==> config.mk <==
export PLATFORM = sky130hd
export DESIGN_NAME = rps_sequencer
export DESIGN_NICKNAME = d
export VERILOG_FILES = /design/src/rps_pkg.sv /design/src/rps_deglitch.sv /design/src/rps_sequencer.sv
export SDC_FILE = /design/constraint.sdc
export NUM_CORES = 1
export LEC_CHECK = 0
export BUFFER_PORTS_ARGS = -buffer_cell sky130_fd_sc_hd__buf_2
export CAP_MARGIN = 5
export CORE_MARGIN = 2
export CORE_UTILIZATION = 60
export CTS_BUF_LIST = sky130_fd_sc_hd__clkbuf_16
export CTS_CLUSTER_SIZE = 16
export DETAILED_ROUTE_END_ITERATION = 8
export PLACE_DENSITY = 0.79
export SLEW_MARGIN = 30
export SYNTH_ARGS = -nofsm -noshare
export SYNTH_HDL_FRONTEND = slang
export SYNTH_SLANG_ARGS = --single-unit
export TNS_END_PERCENT = 30
==> constraint.sdc <==
create_clock -name mclk -period 7.6 [get_ports mclk]
set_input_delay 1.52 -clock mclk [delete_from_list [all_inputs] [get_ports mclk]]
set_output_delay 1.52 -clock mclk [all_outputs]
set_load 0.03 [all_outputs]
==> src/rps_pkg.sv <==
// Constants, register map and carrier types for the rail sequencer.
// Assumes a single 200 MHz clock; all intervals except the DCM_CYCLES switching count derive from a 1 us tick.
package rps_pkg;

  ////////////////////////////////////////////////////////////////////////
  // Timing
  localparam int CLK_PERIOD_NS = 5;
  localparam int TICK_NS       = 1000;
  localparam int TICK_CYC      = (TICK_NS + CLK_PERIOD_NS - 1) / CLK_PERIOD_NS;
  localparam int STEP_MV       = 25;
  localparam int STEP_US       = 5;
  localparam int PWM_HOLD_US   = 10;
  localparam int DVS_MASK_US   = 100;
  localparam int DEGLITCH_US   = 30;
  localparam int START_MASK_MS = 10;
  localparam int RESUME_US     = 100;
  localparam int DCM_CYCLES    = 16;
  // Least times round up to whole ticks
  localparam int STEP_TICKS     = (STEP_US * 1000 + TICK_NS - 1) / TICK_NS;
  localparam int PWM_HOLD_TICKS = (PWM_HOLD_US * 1000 + TICK_NS - 1) / TICK_NS;
  localparam int DVS_MASK_TICKS = (DVS_MASK_US * 1000 + TICK_NS - 1) / TICK_NS;
  localparam int DEGLITCH_TICKS = (DEGLITCH_US * 1000 + TICK_NS - 1) / TICK_NS;
  localparam int RESUME_TICKS   = (RESUME_US * 1000 + TICK_NS - 1) / TICK_NS;
  localparam int START_MASK_DEF = (START_MASK_MS * 1000000 + TICK_NS - 1) / TICK_NS;

  ////////////////////////////////////////////////////////////////////////
  // Sizes
  localparam int NUM_RAILS = 5;
  localparam int NUM_PG    = 7;
  localparam int MEM_IDX   = 3;

  ////////////////////////////////////////////////////////////////////////
  // Register offsets
  localparam logic [7:0] OFS_RAIL0    = 8'h30;
  localparam logic [7:0] OFS_RAIL1    = 8'h31;
  localparam logic [7:0] OFS_RAIL2    = 8'h32;
  localparam logic [7:0] OFS_MEM_RAIL = 8'h36;
  localparam logic [7:0] OFS_RAIL4    = 8'h34;
  localparam logic [39:0] OFS_RAIL_CTRL = {OFS_RAIL4, OFS_MEM_RAIL, OFS_RAIL2, OFS_RAIL1, OFS_RAIL0};
  localparam logic [7:0] OFS_PG_STAT1 = 8'h40;
  localparam logic [7:0] OFS_PG_MASK1 = 8'h42;
  localparam logic [7:0] OFS_FAULT1   = 8'h44;
  localparam logic [7:0] OFS_FAULT2   = 8'h45;
  localparam logic [7:0] OFS_FORCE_SD = 8'h49;
  localparam logic [7:0] OFS_TERM_LDO = 8'hE9;

  // Rail control fields
  localparam int CTL_SRC_BIT = 7;
  localparam int CTL_EN_BIT  = 6;
  localparam int CTL_DVS_BIT = 5;
  // Termination and force-shutdown control fields
  localparam int TERM_OVR_BIT = 7;
  localparam int TERM_EN_BIT  = 6;
  localparam int FSD_BIT      = 0;
  // Shutdown cause bits in fault_source_two
  localparam int F2_VIN_UV  = 0;
  localparam int F2_LDO3_UV = 1;
  localparam int F2_OTP     = 2;
  localparam int F2_SD_PIN  = 3;
  localparam int F2_FORCE   = 4;

  // Reset values
  localparam logic [7:0] RAIL_CTRL_RST = 8'h00;
  localparam logic [7:0] TERM_RST      = 8'h00;
  localparam logic [6:0] PG_MASK_RST   = 7'h00;

  // Memory rail targets in 25 mV codes: 1.2 V, 1.35 V, 1.1 V
  localparam logic [7:0] MEM_CODE_LO  = 8'h30;
  localparam logic [7:0] MEM_CODE_MID = 8'h36;
  localparam logic [7:0] MEM_CODE_HI  = 8'h2C;

  ////////////////////////////////////////////////////////////////////////
  // Register request from the serial front end
  typedef struct packed {
    logic       wr;
    logic       rd;
    logic [7:0] addr;
    logic [7:0] wdata;
  } rps_reg_req_t;

endpackage : rps_pkg

==> src/rps_deglitch.sv <==
// Two-edge deglitch filter counted in time-base ticks.
// Assumes din is already synchronised to mclk.
`timescale 1ns/1ps
module rps_deglitch #(
  parameter int TICKS = 30
) (
  input  wire logic mclk,
  input  wire logic rst_n,
  input  wire logic tick,
  input  wire logic din,
  output logic      dout
);

  localparam int CW = $clog2(TICKS + 1);
  logic [CW-1:0] cnt_q;

  if (TICKS < 1) begin : g_chk
    $error("rps_deglitch: TICKS must be at least 1");
  end

  // Output follows only after din has differed for TICKS ticks
  always_ff @(posedge mclk) begin
    if (!rst_n) begin
      cnt_q <= '0;
      dout  <= 1'b0;
    end else if (din == dout) begin
      cnt_q <= '0;        // Any bounce restarts the wait
    end else if (tick) begin
      if (cnt_q == CW'(TICKS - 1)) begin
        cnt_q <= '0;
        dout  <= din;
      end else begin
        cnt_q <= cnt_q + 1'b1;
      end
    end
  end

endmodule : rps_deglitch

==> src/rps_sequencer.sv <==
// Rail sequencer: DVS stepping, PWM forcing, powergood filtering,
// masking, fault recording and emergency shutdown for five rails.
// Assumes a byte register port from a serial front end on mclk and
// asynchronous pins and comparator levels from outside.
`timescale 1ns/1ps
module rps_sequencer
  import rps_pkg::*;
#(
  parameter int          START_MASK_TICKS = START_MASK_DEF,
  parameter logic [39:0] RAIL_ACTIVE_CODE = {5{8'h28}},
  parameter logic [4:0]  DCM_DEGLITCH_EN  = 5'b11101
) (
  input  wire logic         mclk,
  input  wire logic         rst_n,
  input  wire rps_reg_req_t reg_req,
  output logic [7:0]        reg_rdata,
  input  wire logic         standby_request_n,
  input  wire logic         termination_control_pin,
  input  wire logic         system_power_good,
  input  wire logic         shutdown_request_n,
  input  wire logic         vin_uvlo,
  input  wire logic         ldo3_uvlo,
  input  wire logic         over_temp,
  input  wire logic [1:0]   memory_voltage_select,
  input  wire logic [4:0]   rail_enable_pin,
  input  wire logic [6:0]   pg_compare,
  input  wire logic [4:0]   dcm_detect,
  input  wire logic [4:0]   sw_cycle,
  output logic [4:0]        rail_enable,
  output logic              termination_enable,
  output logic [39:0]       rail_ref_code,
  output logic [4:0]        force_pwm,
  output logic [4:0]        pfm_mode,
  output logic [6:0]        rail_powergood_pin,
  output logic              shutdown_active
);

  localparam int SMW = 14;
  localparam int NS  = 31;
  // Active-low pins idle high so reset does not look like a request
  localparam logic [NS-1:0] SYNC_RST = 31'h48000000;

  if (START_MASK_TICKS < 1 || START_MASK_TICKS >= 2**SMW) begin : g_chk
    $error("rps_sequencer: START_MASK_TICKS out of range");
  end

  ////////////////////////////////////////////////////////////////////////
  // Input synchronisers
  logic [NS-1:0] s1_q;
  logic [NS-1:0] s2_q;
  logic [5:0]    s3_q;
  logic          stby_n_s, term_s, spg_s, sd_n_s, vuv_s, l3uv_s, otp_s;
  logic [1:0]    msel_s;
  logic [4:0]    enp_s, dcm_s, swc_s;
  logic [6:0]    pgc_s;

  // Two flops before any logic reads a pin
  always_ff @(posedge mclk) begin
    if (!rst_n) begin
      s1_q <= SYNC_RST;
      s2_q <= SYNC_RST;
    end else begin
      s1_q <= {standby_request_n, termination_control_pin, system_power_good,
               shutdown_request_n, vin_uvlo, ldo3_uvlo, over_temp,
               memory_voltage_select, rail_enable_pin, pg_compare,
               dcm_detect, sw_cycle};
      s2_q <= s1_q;
    end
  end

  assign {stby_n_s, term_s, spg_s, sd_n_s, vuv_s, l3uv_s, otp_s,
          msel_s, enp_s, pgc_s, dcm_s, swc_s} = s2_q;

  // Previous samples for edge detection
  always_ff @(posedge mclk) begin
    if (!rst_n) begin
      s3_q <= 6'h00;
    end else begin
      s3_q <= {spg_s, swc_s};
    end
  end

  ////////////////////////////////////////////////////////////////////////
  // Time base: one tick per microsecond
  localparam int TW = $clog2(TICK_CYC);
  logic [TW-1:0] tdiv_q;
  logic          tick_q;

  always_ff @(posedge mclk) begin
    if (!rst_n) begin
      tdiv_q <= '0;
      tick_q <= 1'b0;
    end else if (tdiv_q == TW'(TICK_CYC - 1)) begin
      tdiv_q <= '0;
      tick_q <= 1'b1;
    end else begin
      tdiv_q <= tdiv_q + 1'b1;
      tick_q <= 1'b0;
    end
  end

  ////////////////////////////////////////////////////////////////////////
  // Register file
  logic [4:0][7:0] ctrl_q;
  logic [7:0]      term_q;
  logic [6:0]      mask_q;
  logic [7:0]      fsd_q;
  logic [6:0]      fault1_q;
  logic [4:0]      fault2_q;
  logic [6:0]      pg_stat;
  logic [6:0]      pg_fault;
  logic [4:0]      cause;
  logic            fsd_hit;
  logic            sd_now;

  // Rail control registers, one per rail
  for (genvar r = 0; r < NUM_RAILS; r++) begin : g_ctl
    always_ff @(posedge mclk) begin
      if (!rst_n) begin
        ctrl_q[r] <= RAIL_CTRL_RST;   // Pin is the enable source
      end else if (reg_req.wr && reg_req.addr == OFS_RAIL_CTRL[r*8 +: 8]) begin
        ctrl_q[r] <= reg_req.wdata;
      end
    end
  end

  // Plain control registers
  always_ff @(posedge mclk) begin
    if (!rst_n) begin
      term_q <= TERM_RST;
      mask_q <= PG_MASK_RST;
      fsd_q  <= 8'h00;
    end else if (reg_req.wr) begin
      if (reg_req.addr == OFS_TERM_LDO) term_q <= reg_req.wdata;
      if (reg_req.addr == OFS_PG_MASK1) mask_q <= reg_req.wdata[6:0];
      if (reg_req.addr == OFS_FORCE_SD) fsd_q <= reg_req.wdata;
    end
  end

  assign fsd_hit = reg_req.wr && reg_req.addr == OFS_FORCE_SD && reg_req.wdata[FSD_BIT];

  // Fault sources: write one to clear, a new event wins over the clear
  always_ff @(posedge mclk) begin
    if (!rst_n) begin
      fault1_q <= 7'h00;
      fault2_q <= 5'h00;
    end else begin
      fault1_q <= (fault1_q & ~((reg_req.wr && reg_req.addr == OFS_FAULT1) ?
                   reg_req.wdata[6:0] : 7'h00)) | pg_fault;
      fault2_q <= (fault2_q & ~((reg_req.wr && reg_req.addr == OFS_FAULT2) ?
                   reg_req.wdata[4:0] : 5'h00)) | cause;
    end
  end

  // Read data one cycle after the request; unmapped reads as zero
  always_ff @(posedge mclk) begin
    if (!rst_n) begin
      reg_rdata <= 8'h00;
    end else if (reg_req.rd) begin
      reg_rdata <= 8'h00;
      for (int r = 0; r < NUM_RAILS; r++) begin
        if (reg_req.addr == OFS_RAIL_CTRL[r*8 +: 8]) reg_rdata <= ctrl_q[r];
      end
      case (reg_req.addr)
        OFS_TERM_LDO: reg_rdata <= term_q;
        OFS_PG_STAT1: reg_rdata <= {1'b0, pg_stat};
        OFS_PG_MASK1: reg_rdata <= {1'b0, mask_q};
        OFS_FAULT1:   reg_rdata <= {1'b0, fault1_q};
        OFS_FAULT2:   reg_rdata <= {3'b000, fault2_q};
        OFS_FORCE_SD: reg_rdata <= fsd_q;
        default:      ;
      endcase
    end
  end

  ////////////////////////////////////////////////////////////////////////
  // Memory rail target from the three-level select
  logic [7:0] mem_code;

  always_comb begin
    case (msel_s)
      2'b00:   mem_code = MEM_CODE_LO;
      2'b01:   mem_code = MEM_CODE_MID;
      2'b10:   mem_code = MEM_CODE_HI;
      default: mem_code = MEM_CODE_LO;
    endcase
  end

  ////////////////////////////////////////////////////////////////////////
  // Resume mask after system power good rises
  logic [6:0] res_q;

  always_ff @(posedge mclk) begin
    if (!rst_n) begin
      res_q <= 7'h00;
    end else if (spg_s && !s3_q[5]) begin
      res_q <= 7'(RESUME_TICKS);
    end else if (tick_q && res_q != 7'h00) begin
      res_q <= res_q - 1'b1;
    end
  end

  ////////////////////////////////////////////////////////////////////////
  // Per-rail sequencing and scaling
  logic [4:0] en_req, dvs_mask, st_mask, dcm_q, fpwm_d;

  for (genvar r = 0; r < NUM_RAILS; r++) begin : g_rail
    logic [7:0]     act, tgt, ref_q;
    logic [4:0]     delta;
    logic           lpm, lpm_q, win_q, en_q;
    logic [2:0]     step_q;
    logic [6:0]     post_q;
    logic [SMW-1:0] sm_q;
    logic [4:0]     dc_q;

    assign en_req[r] = ctrl_q[r][CTL_SRC_BIT] ? ctrl_q[r][CTL_EN_BIT] : enp_s[r];
    // Memory rail scales from the termination pin, others from standby
    assign lpm   = ctrl_q[r][CTL_DVS_BIT] & ((r == MEM_IDX) ? ~term_s : ~stby_n_s);
    assign act   = (r == MEM_IDX) ? mem_code : RAIL_ACTIVE_CODE[r*8 +: 8];
    assign delta = ctrl_q[r][4:0];
    // Code unit is one 25 mV step, so the step count is the code gap
    assign tgt   = (lpm && act > {3'b000, delta}) ? act - {3'b000, delta} :
                   (lpm ? 8'h00 : act);

    // Reference stepper: one code per STEP_TICKS ticks
    always_ff @(posedge mclk) begin
      if (!rst_n) begin
        ref_q  <= 8'h00;
        step_q <= 3'h0;
      end else if (!rail_enable[r]) begin
        ref_q  <= tgt;     // Reference preset to the target before enable
        step_q <= 3'h0;
      end else if (ref_q == tgt) begin
        step_q <= 3'h0;
      end else if (tick_q) begin
        if (step_q == 3'(STEP_TICKS - 1)) begin
          step_q <= 3'h0;
          ref_q  <= (tgt > ref_q) ? ref_q + 1'b1 : ref_q - 1'b1;
        end else begin
          step_q <= step_q + 1'b1;
        end
      end
    end

    // Window from the request change until the post-step mask expires
    always_ff @(posedge mclk) begin
      if (!rst_n) begin
        lpm_q  <= 1'b0;
        win_q  <= 1'b0;
        post_q <= 7'h00;
      end else begin
        lpm_q <= lpm;
        if (lpm != lpm_q || ref_q != tgt) begin
          post_q <= 7'h00;
          win_q  <= win_q | (lpm != lpm_q);
        end else if (win_q && post_q == 7'(DVS_MASK_TICKS)) begin
          win_q <= 1'b0;
        end else if (win_q && tick_q) begin
          post_q <= post_q + 1'b1;
        end
      end
    end

    assign fpwm_d[r]   = win_q && (ref_q != tgt || post_q < 7'(PWM_HOLD_TICKS));
    assign dvs_mask[r] = win_q;

    // Fault blanking after each enable, pin or register alike
    always_ff @(posedge mclk) begin
      if (!rst_n) begin
        en_q <= 1'b0;
        sm_q <= '0;
      end else begin
        en_q <= rail_enable[r];
        if (rail_enable[r] && !en_q) begin
          sm_q <= SMW'(START_MASK_TICKS);
        end else if (tick_q && sm_q != '0) begin
          sm_q <= sm_q - 1'b1;
        end
      end
    end

    assign st_mask[r] = (sm_q != '0);

    // Light-load mode: slow entry, instant exit
    always_ff @(posedge mclk) begin
      if (!rst_n) begin
        dc_q     <= 5'h00;
        dcm_q[r] <= 1'b0;
      end else if (!dcm_s[r]) begin
        dc_q     <= 5'h00;
        dcm_q[r] <= 1'b0;                 // Back to CCM at once
      end else if (!DCM_DEGLITCH_EN[r]) begin
        dcm_q[r] <= 1'b1;
      end else if (swc_s[r] && !s3_q[r] && !dcm_q[r]) begin
        if (dc_q == 5'(DCM_CYCLES - 1)) begin
          dcm_q[r] <= 1'b1;
        end else begin
          dc_q <= dc_q + 1'b1;
        end
      end
    end

    always_ff @(posedge mclk) begin
      if (!rst_n) begin
        rail_ref_code[r*8 +: 8] <= 8'h00;
      end else begin
        rail_ref_code[r*8 +: 8] <= ref_q;
      end
    end
  end

  ////////////////////////////////////////////////////////////////////////
  // Powergood filtering and fault tree
  logic [6:0] pg_filt;

  for (genvar p = 0; p < NUM_PG; p++) begin : g_pg
    rps_deglitch #(
      .TICKS (DEGLITCH_TICKS)
    ) u_dg (
      .mclk  (mclk),
      .rst_n (rst_n),
      .tick  (tick_q),
      .din   (pgc_s[p]),
      .dout  (pg_filt[p])
    );
    if (p < NUM_RAILS) begin : g_mon
      assign pg_stat[p]  = pg_filt[p] & rail_enable[p];
      assign pg_fault[p] = rail_enable[p] & ~pg_filt[p] & ~mask_q[p] &
                           ~st_mask[p] & ~dvs_mask[p] & (res_q == 7'h00);
    end else begin : g_ext
      assign pg_stat[p]  = pg_filt[p];
      assign pg_fault[p] = 1'b0;       // External standby rails
    end
  end

  // Shutdown causes besides powergood faults
  assign cause[F2_VIN_UV]  = vuv_s;
  assign cause[F2_LDO3_UV] = l3uv_s;
  assign cause[F2_OTP]     = otp_s;
  assign cause[F2_SD_PIN]  = ~sd_n_s;
  assign cause[F2_FORCE]   = fsd_hit;
  assign sd_now = (|pg_fault) | (|cause);

  ////////////////////////////////////////////////////////////////////////
  // Output stage: shutdown latches until reset
  always_ff @(posedge mclk) begin
    if (!rst_n) begin
      shutdown_active    <= 1'b0;
      rail_enable        <= 5'h00;
      termination_enable <= 1'b0;
      force_pwm          <= 5'h00;
      pfm_mode           <= 5'h00;
      rail_powergood_pin <= 7'h00;
    end else begin
      shutdown_active <= shutdown_active | sd_now;
      // One cycle from cause to rails off, well inside 1 us
      rail_enable     <= (shutdown_active | sd_now) ? 5'h00 : en_req;
      termination_enable <= ~(shutdown_active | sd_now) &
                            (term_q[TERM_OVR_BIT] ? term_q[TERM_EN_BIT] : term_s);
      force_pwm          <= fpwm_d & rail_enable;
      pfm_mode           <= dcm_q & ~fpwm_d & rail_enable;
      rail_powergood_pin <= pg_stat;
    end
  end

endmodule : rps_sequencer

==> results.toml <==
[clock_tree]
clock_path_buffers = 3
cts_root_buffer = "clkbuf_16"
cts_made_buffers = 48
cts_hold_buf = 0
htreeDepth = 2
cts.sinks = 470
cts_tree = "done"
cts_resized = 0
cts_setup_buffers = 0
clkLatencyLatePin_ns = 0.57
clkTransAtPathRegs_ns = 0.06

[yosys]
synth_common_cells = "dfxtp_1, nor2_1, nand2_1"
syn_inst = 2484
synth-edff-count = 0
synth_top_family_by_area = "simple AND/OR/NAND/NOR gates"
muxShareOfSynthArea_pct = 3.43
yosys.area.top_type_share_pct = 42.8
yosysTopAreaCell = "dfxtp_1"
yosysUniqueCellTypes = 82
yosys_warnings = 0
synthXorXnorAreaFrac_pct = 7.14
ys_seq_elements = 470
synth_fp_nets = 2663
syn_area_sq_mm = 0.0220
synth_area_leaders = "dfxtp_1, ha_1, nor2_1"
syn_area_per_cell_sq_um = 8.85
yosysMostFrequentCell = "dfxtp_1"
synthFlopType = "dfxtp_1"
synth_simple_gate_area_share_pct = 22.9
ys_seq_area_share_pct = 42.8
async_reset_ff_share_pct = 0
synth_fa_ha_area_share_pct = 7.49
synth_compound_gate_area_share_pct = 12.5

[sta]
tightestPinTransition_ns = 1.01
rsz0062_at_grt = "no"
hold_violations = 0
finalCriticalPeriod_ns = 4.37
fin_setup_tns_ns = 0
fmax_ghz = 0.229
clock_skew_ns = 0.00972
setup_viol = 0
drv_slew = 0
slew_headroom_pct = 31.7
fin_crit_sh_pct = 57.5

[setup_path]
rr_worst_depth = 17
crit_arrival_ns = 4.85
worstSetupStartpoint = "s2_q[23]$_SDFF_PN0_"
regToRegEndpoint = "g_rail[3].ref_q[6]$_SDFFE_PN0P_"
regToRegSetupSlack_ns = 3.23
worstPathRequired_ns = 8.08
criticalPathCategory = "register to register"
r2r-start = "s2_q[23]$_SDFF_PN0_"
worstSetupEndpointType = "register"
path_max_fanout = 9
critPathLaunchType = "register"
setup.worst_path.end = "g_rail[3].ref_q[6]$_SDFFE_PN0P_"

[cells_and_area]
stdcell_count = 3079
drive_above_1_share_pct = 9.16
area_growth_pct = 11.8
fin_nets = 2751

[flow_run]
drv_cap = 0

[power_and_ir_drop]
powerDensity_mw_per_mm2 = 213
peakVddDrop_mv = 0.191
p_leak_nw = 9.69

[die]
core_sq_mm = 0.0363
fp.dieArea_sq_mm = 0.0382
die_h_microns = 195
fp.dieW_microns = 195
start_util_pct = 60.4
std_cell_rows = 70
io_pins = 123

[grt]
grt_pass1_wl_microns = 86800
track_usage_pct = 27.5
grt_pass1_vias = 17800
grt_max_degree = 72
grt-ovfl-total = 0
antenna_found_initial = 4

[detailed_routing]
wl_per_cell_microns = 17.1
drtIter0Drc = 1383
totalWireLength_microns = 52500
firstDrtPassIters = 6
vias = 18300
drc = 0
routed_via_density = 5.94
antenna_left = 0

[outcome]
outcome = "finished, final reports clean"

[min_path]
hold_class = "register to register"

[placement]
dp.cells = 2990
numPortBuffers = 121
dp_hpwl_microns = 35900
place_congestion = 0.919
## layout by cell type, fill, tap and decap left out, drive strengths merged, types with 15 or more instances in the layout
cell | netlist | routed
a211oi | 24 | 24
a21oi | 146 | 146
a31oi | 27 | 27
and2 | 85 | 85
and3 | 30 | 30
buf | 13 | 131
clkbuf | 80 | 49
clkinv | 0 | 19
dfxtp | 470 | 470
ha | 122 | 122
inv | 118 | 126
mux2i | 72 | 72
nand2 | 196 | 196
nand2b | 25 | 25
nand3 | 95 | 95
nand4 | 40 | 40
nand4b | 15 | 15
nor2 | 319 | 319
nor2b | 21 | 21
nor3 | 43 | 43
nor4 | 30 | 30
o211ai | 22 | 22
o21a | 16 | 16
o21ai | 80 | 80
or3 | 29 | 29
xnor2 | 71 | 71
xor2 | 108 | 108
## critical path, stage by stage (launching register included)
cell and delay (ns):
dfxtp_1 0.35, inv_1 0.05, ha_1 0.23, ha_1 0.28
nor2b_1 0.13, o21ai_0 0.27, a21boi_0 0.14, o31ai_1 0.38
ha_1 0.34, nand4_1 0.22, o21ai_0 0.14, a211o_1 0.38
fa_1 0.46, a21o_1 0.18, a21oi_1 0.22, o21ai_0 0.17
xnor2_1 0.15, o31ai_1 0.17
## worst min-delay path by stage
stage | start | end | slack [ns] | depth (start not counted)
2_1_floorplan | s1_q[27]$_SDFF_PN1_ | s2_q[27]$_SDFF_PN1_ | 0.39 | 1
3_3_place_gp | s1_q[27]$_SDFF_PN1_ | s2_q[27]$_SDFF_PN1_ | 0.39 | 1
3_5_place_dp | s1_q[30]$_SDFF_PN1_ | s2_q[30]$_SDFF_PN1_ | 0.41 | 1
4_1_cts | s1_q[30]$_SDFF_PN1_ | s2_q[30]$_SDFF_PN1_ | 0.42 | 1
5_1_grt | s1_q[30]$_SDFF_PN1_ | s2_q[30]$_SDFF_PN1_ | 0.44 | 1
6_report | s1_q[27]$_SDFF_PN1_ | s2_q[27]$_SDFF_PN1_ | 0.42 | 1
## routing by layer
metal / part of all wire, % / global-route usage, % / routed length [microns]
met2: 47 / 46.9 / 24800
met5: 0 / 0 / 0
met3: 7.0 / 4.73 / 3700
met1: 42 / 34.6 / 22200
met4: 3.5 / 11.2 / 1820
## power breakdown
group          switching [mW]  total [mW]  leakage, nW  internal, mW
registers              0.0248        2.52         3.81          2.50
logic                   0.218       0.337         5.08         0.119
clock network           0.972        2.38        0.798          1.41
## final cells by class
class	instances	area [sq um]
Multi-Input combinational cell	1803	11800
Timing Repair Buffer	131	696
Clock inverter	37	360
Inverter	118	445
Antenna cell	3	7.51
Tap cell	468	586
Clock buffer	49	1230
Fill cell	2830	11800
Sequential cell	470	9410
## cells by family after synthesis
| logic type | Yosys count |
|---|---|
| xor+xnor | 179 |
| compound gates | 425 |
| simple gates | 996 |
| mux | 75 |
| buf+inv | 211 |
| fa+ha+maj | 128 |
| flops | 470 |
## state kept, by name, indices dropped and copies added (netlist names), 8 cells and up
register,cells
reg_rdata,8
s2_q,30
g_rail.post_q,35
g_rail.sm_q,70
g_pg.u_dg.cnt_q,35
g_rail.dc_q,20
rail_ref_code,40
s1_q,30
g_rail.step_q,15
g_rail.ref_q,40
tdiv_q,8
ctrl_q,40
fsd_q,8
term_q,8
## through the flow
stage | instance area [sq um] | util [%] | worst slack, ns | hold WS [ns] | power [mW]
floorplan | 22000 | - | 3.94 | 0.386 | 2.81
global placement | 22900 | 63.0 | 3.55 | 0.393 | 2.89
detailed placement | 23000 | 63.2 | 3.35 | 0.410 | 2.90
CTS | 24500 | 67.5 | 3.33 | 0.424 | 5.28
global route | 24600 | 67.6 | 2.95 | 0.440 | 5.43
finish | 24600 | 67.6 | 3.23 | 0.420 | 5.24
Power figures use the tool's default switching activity.
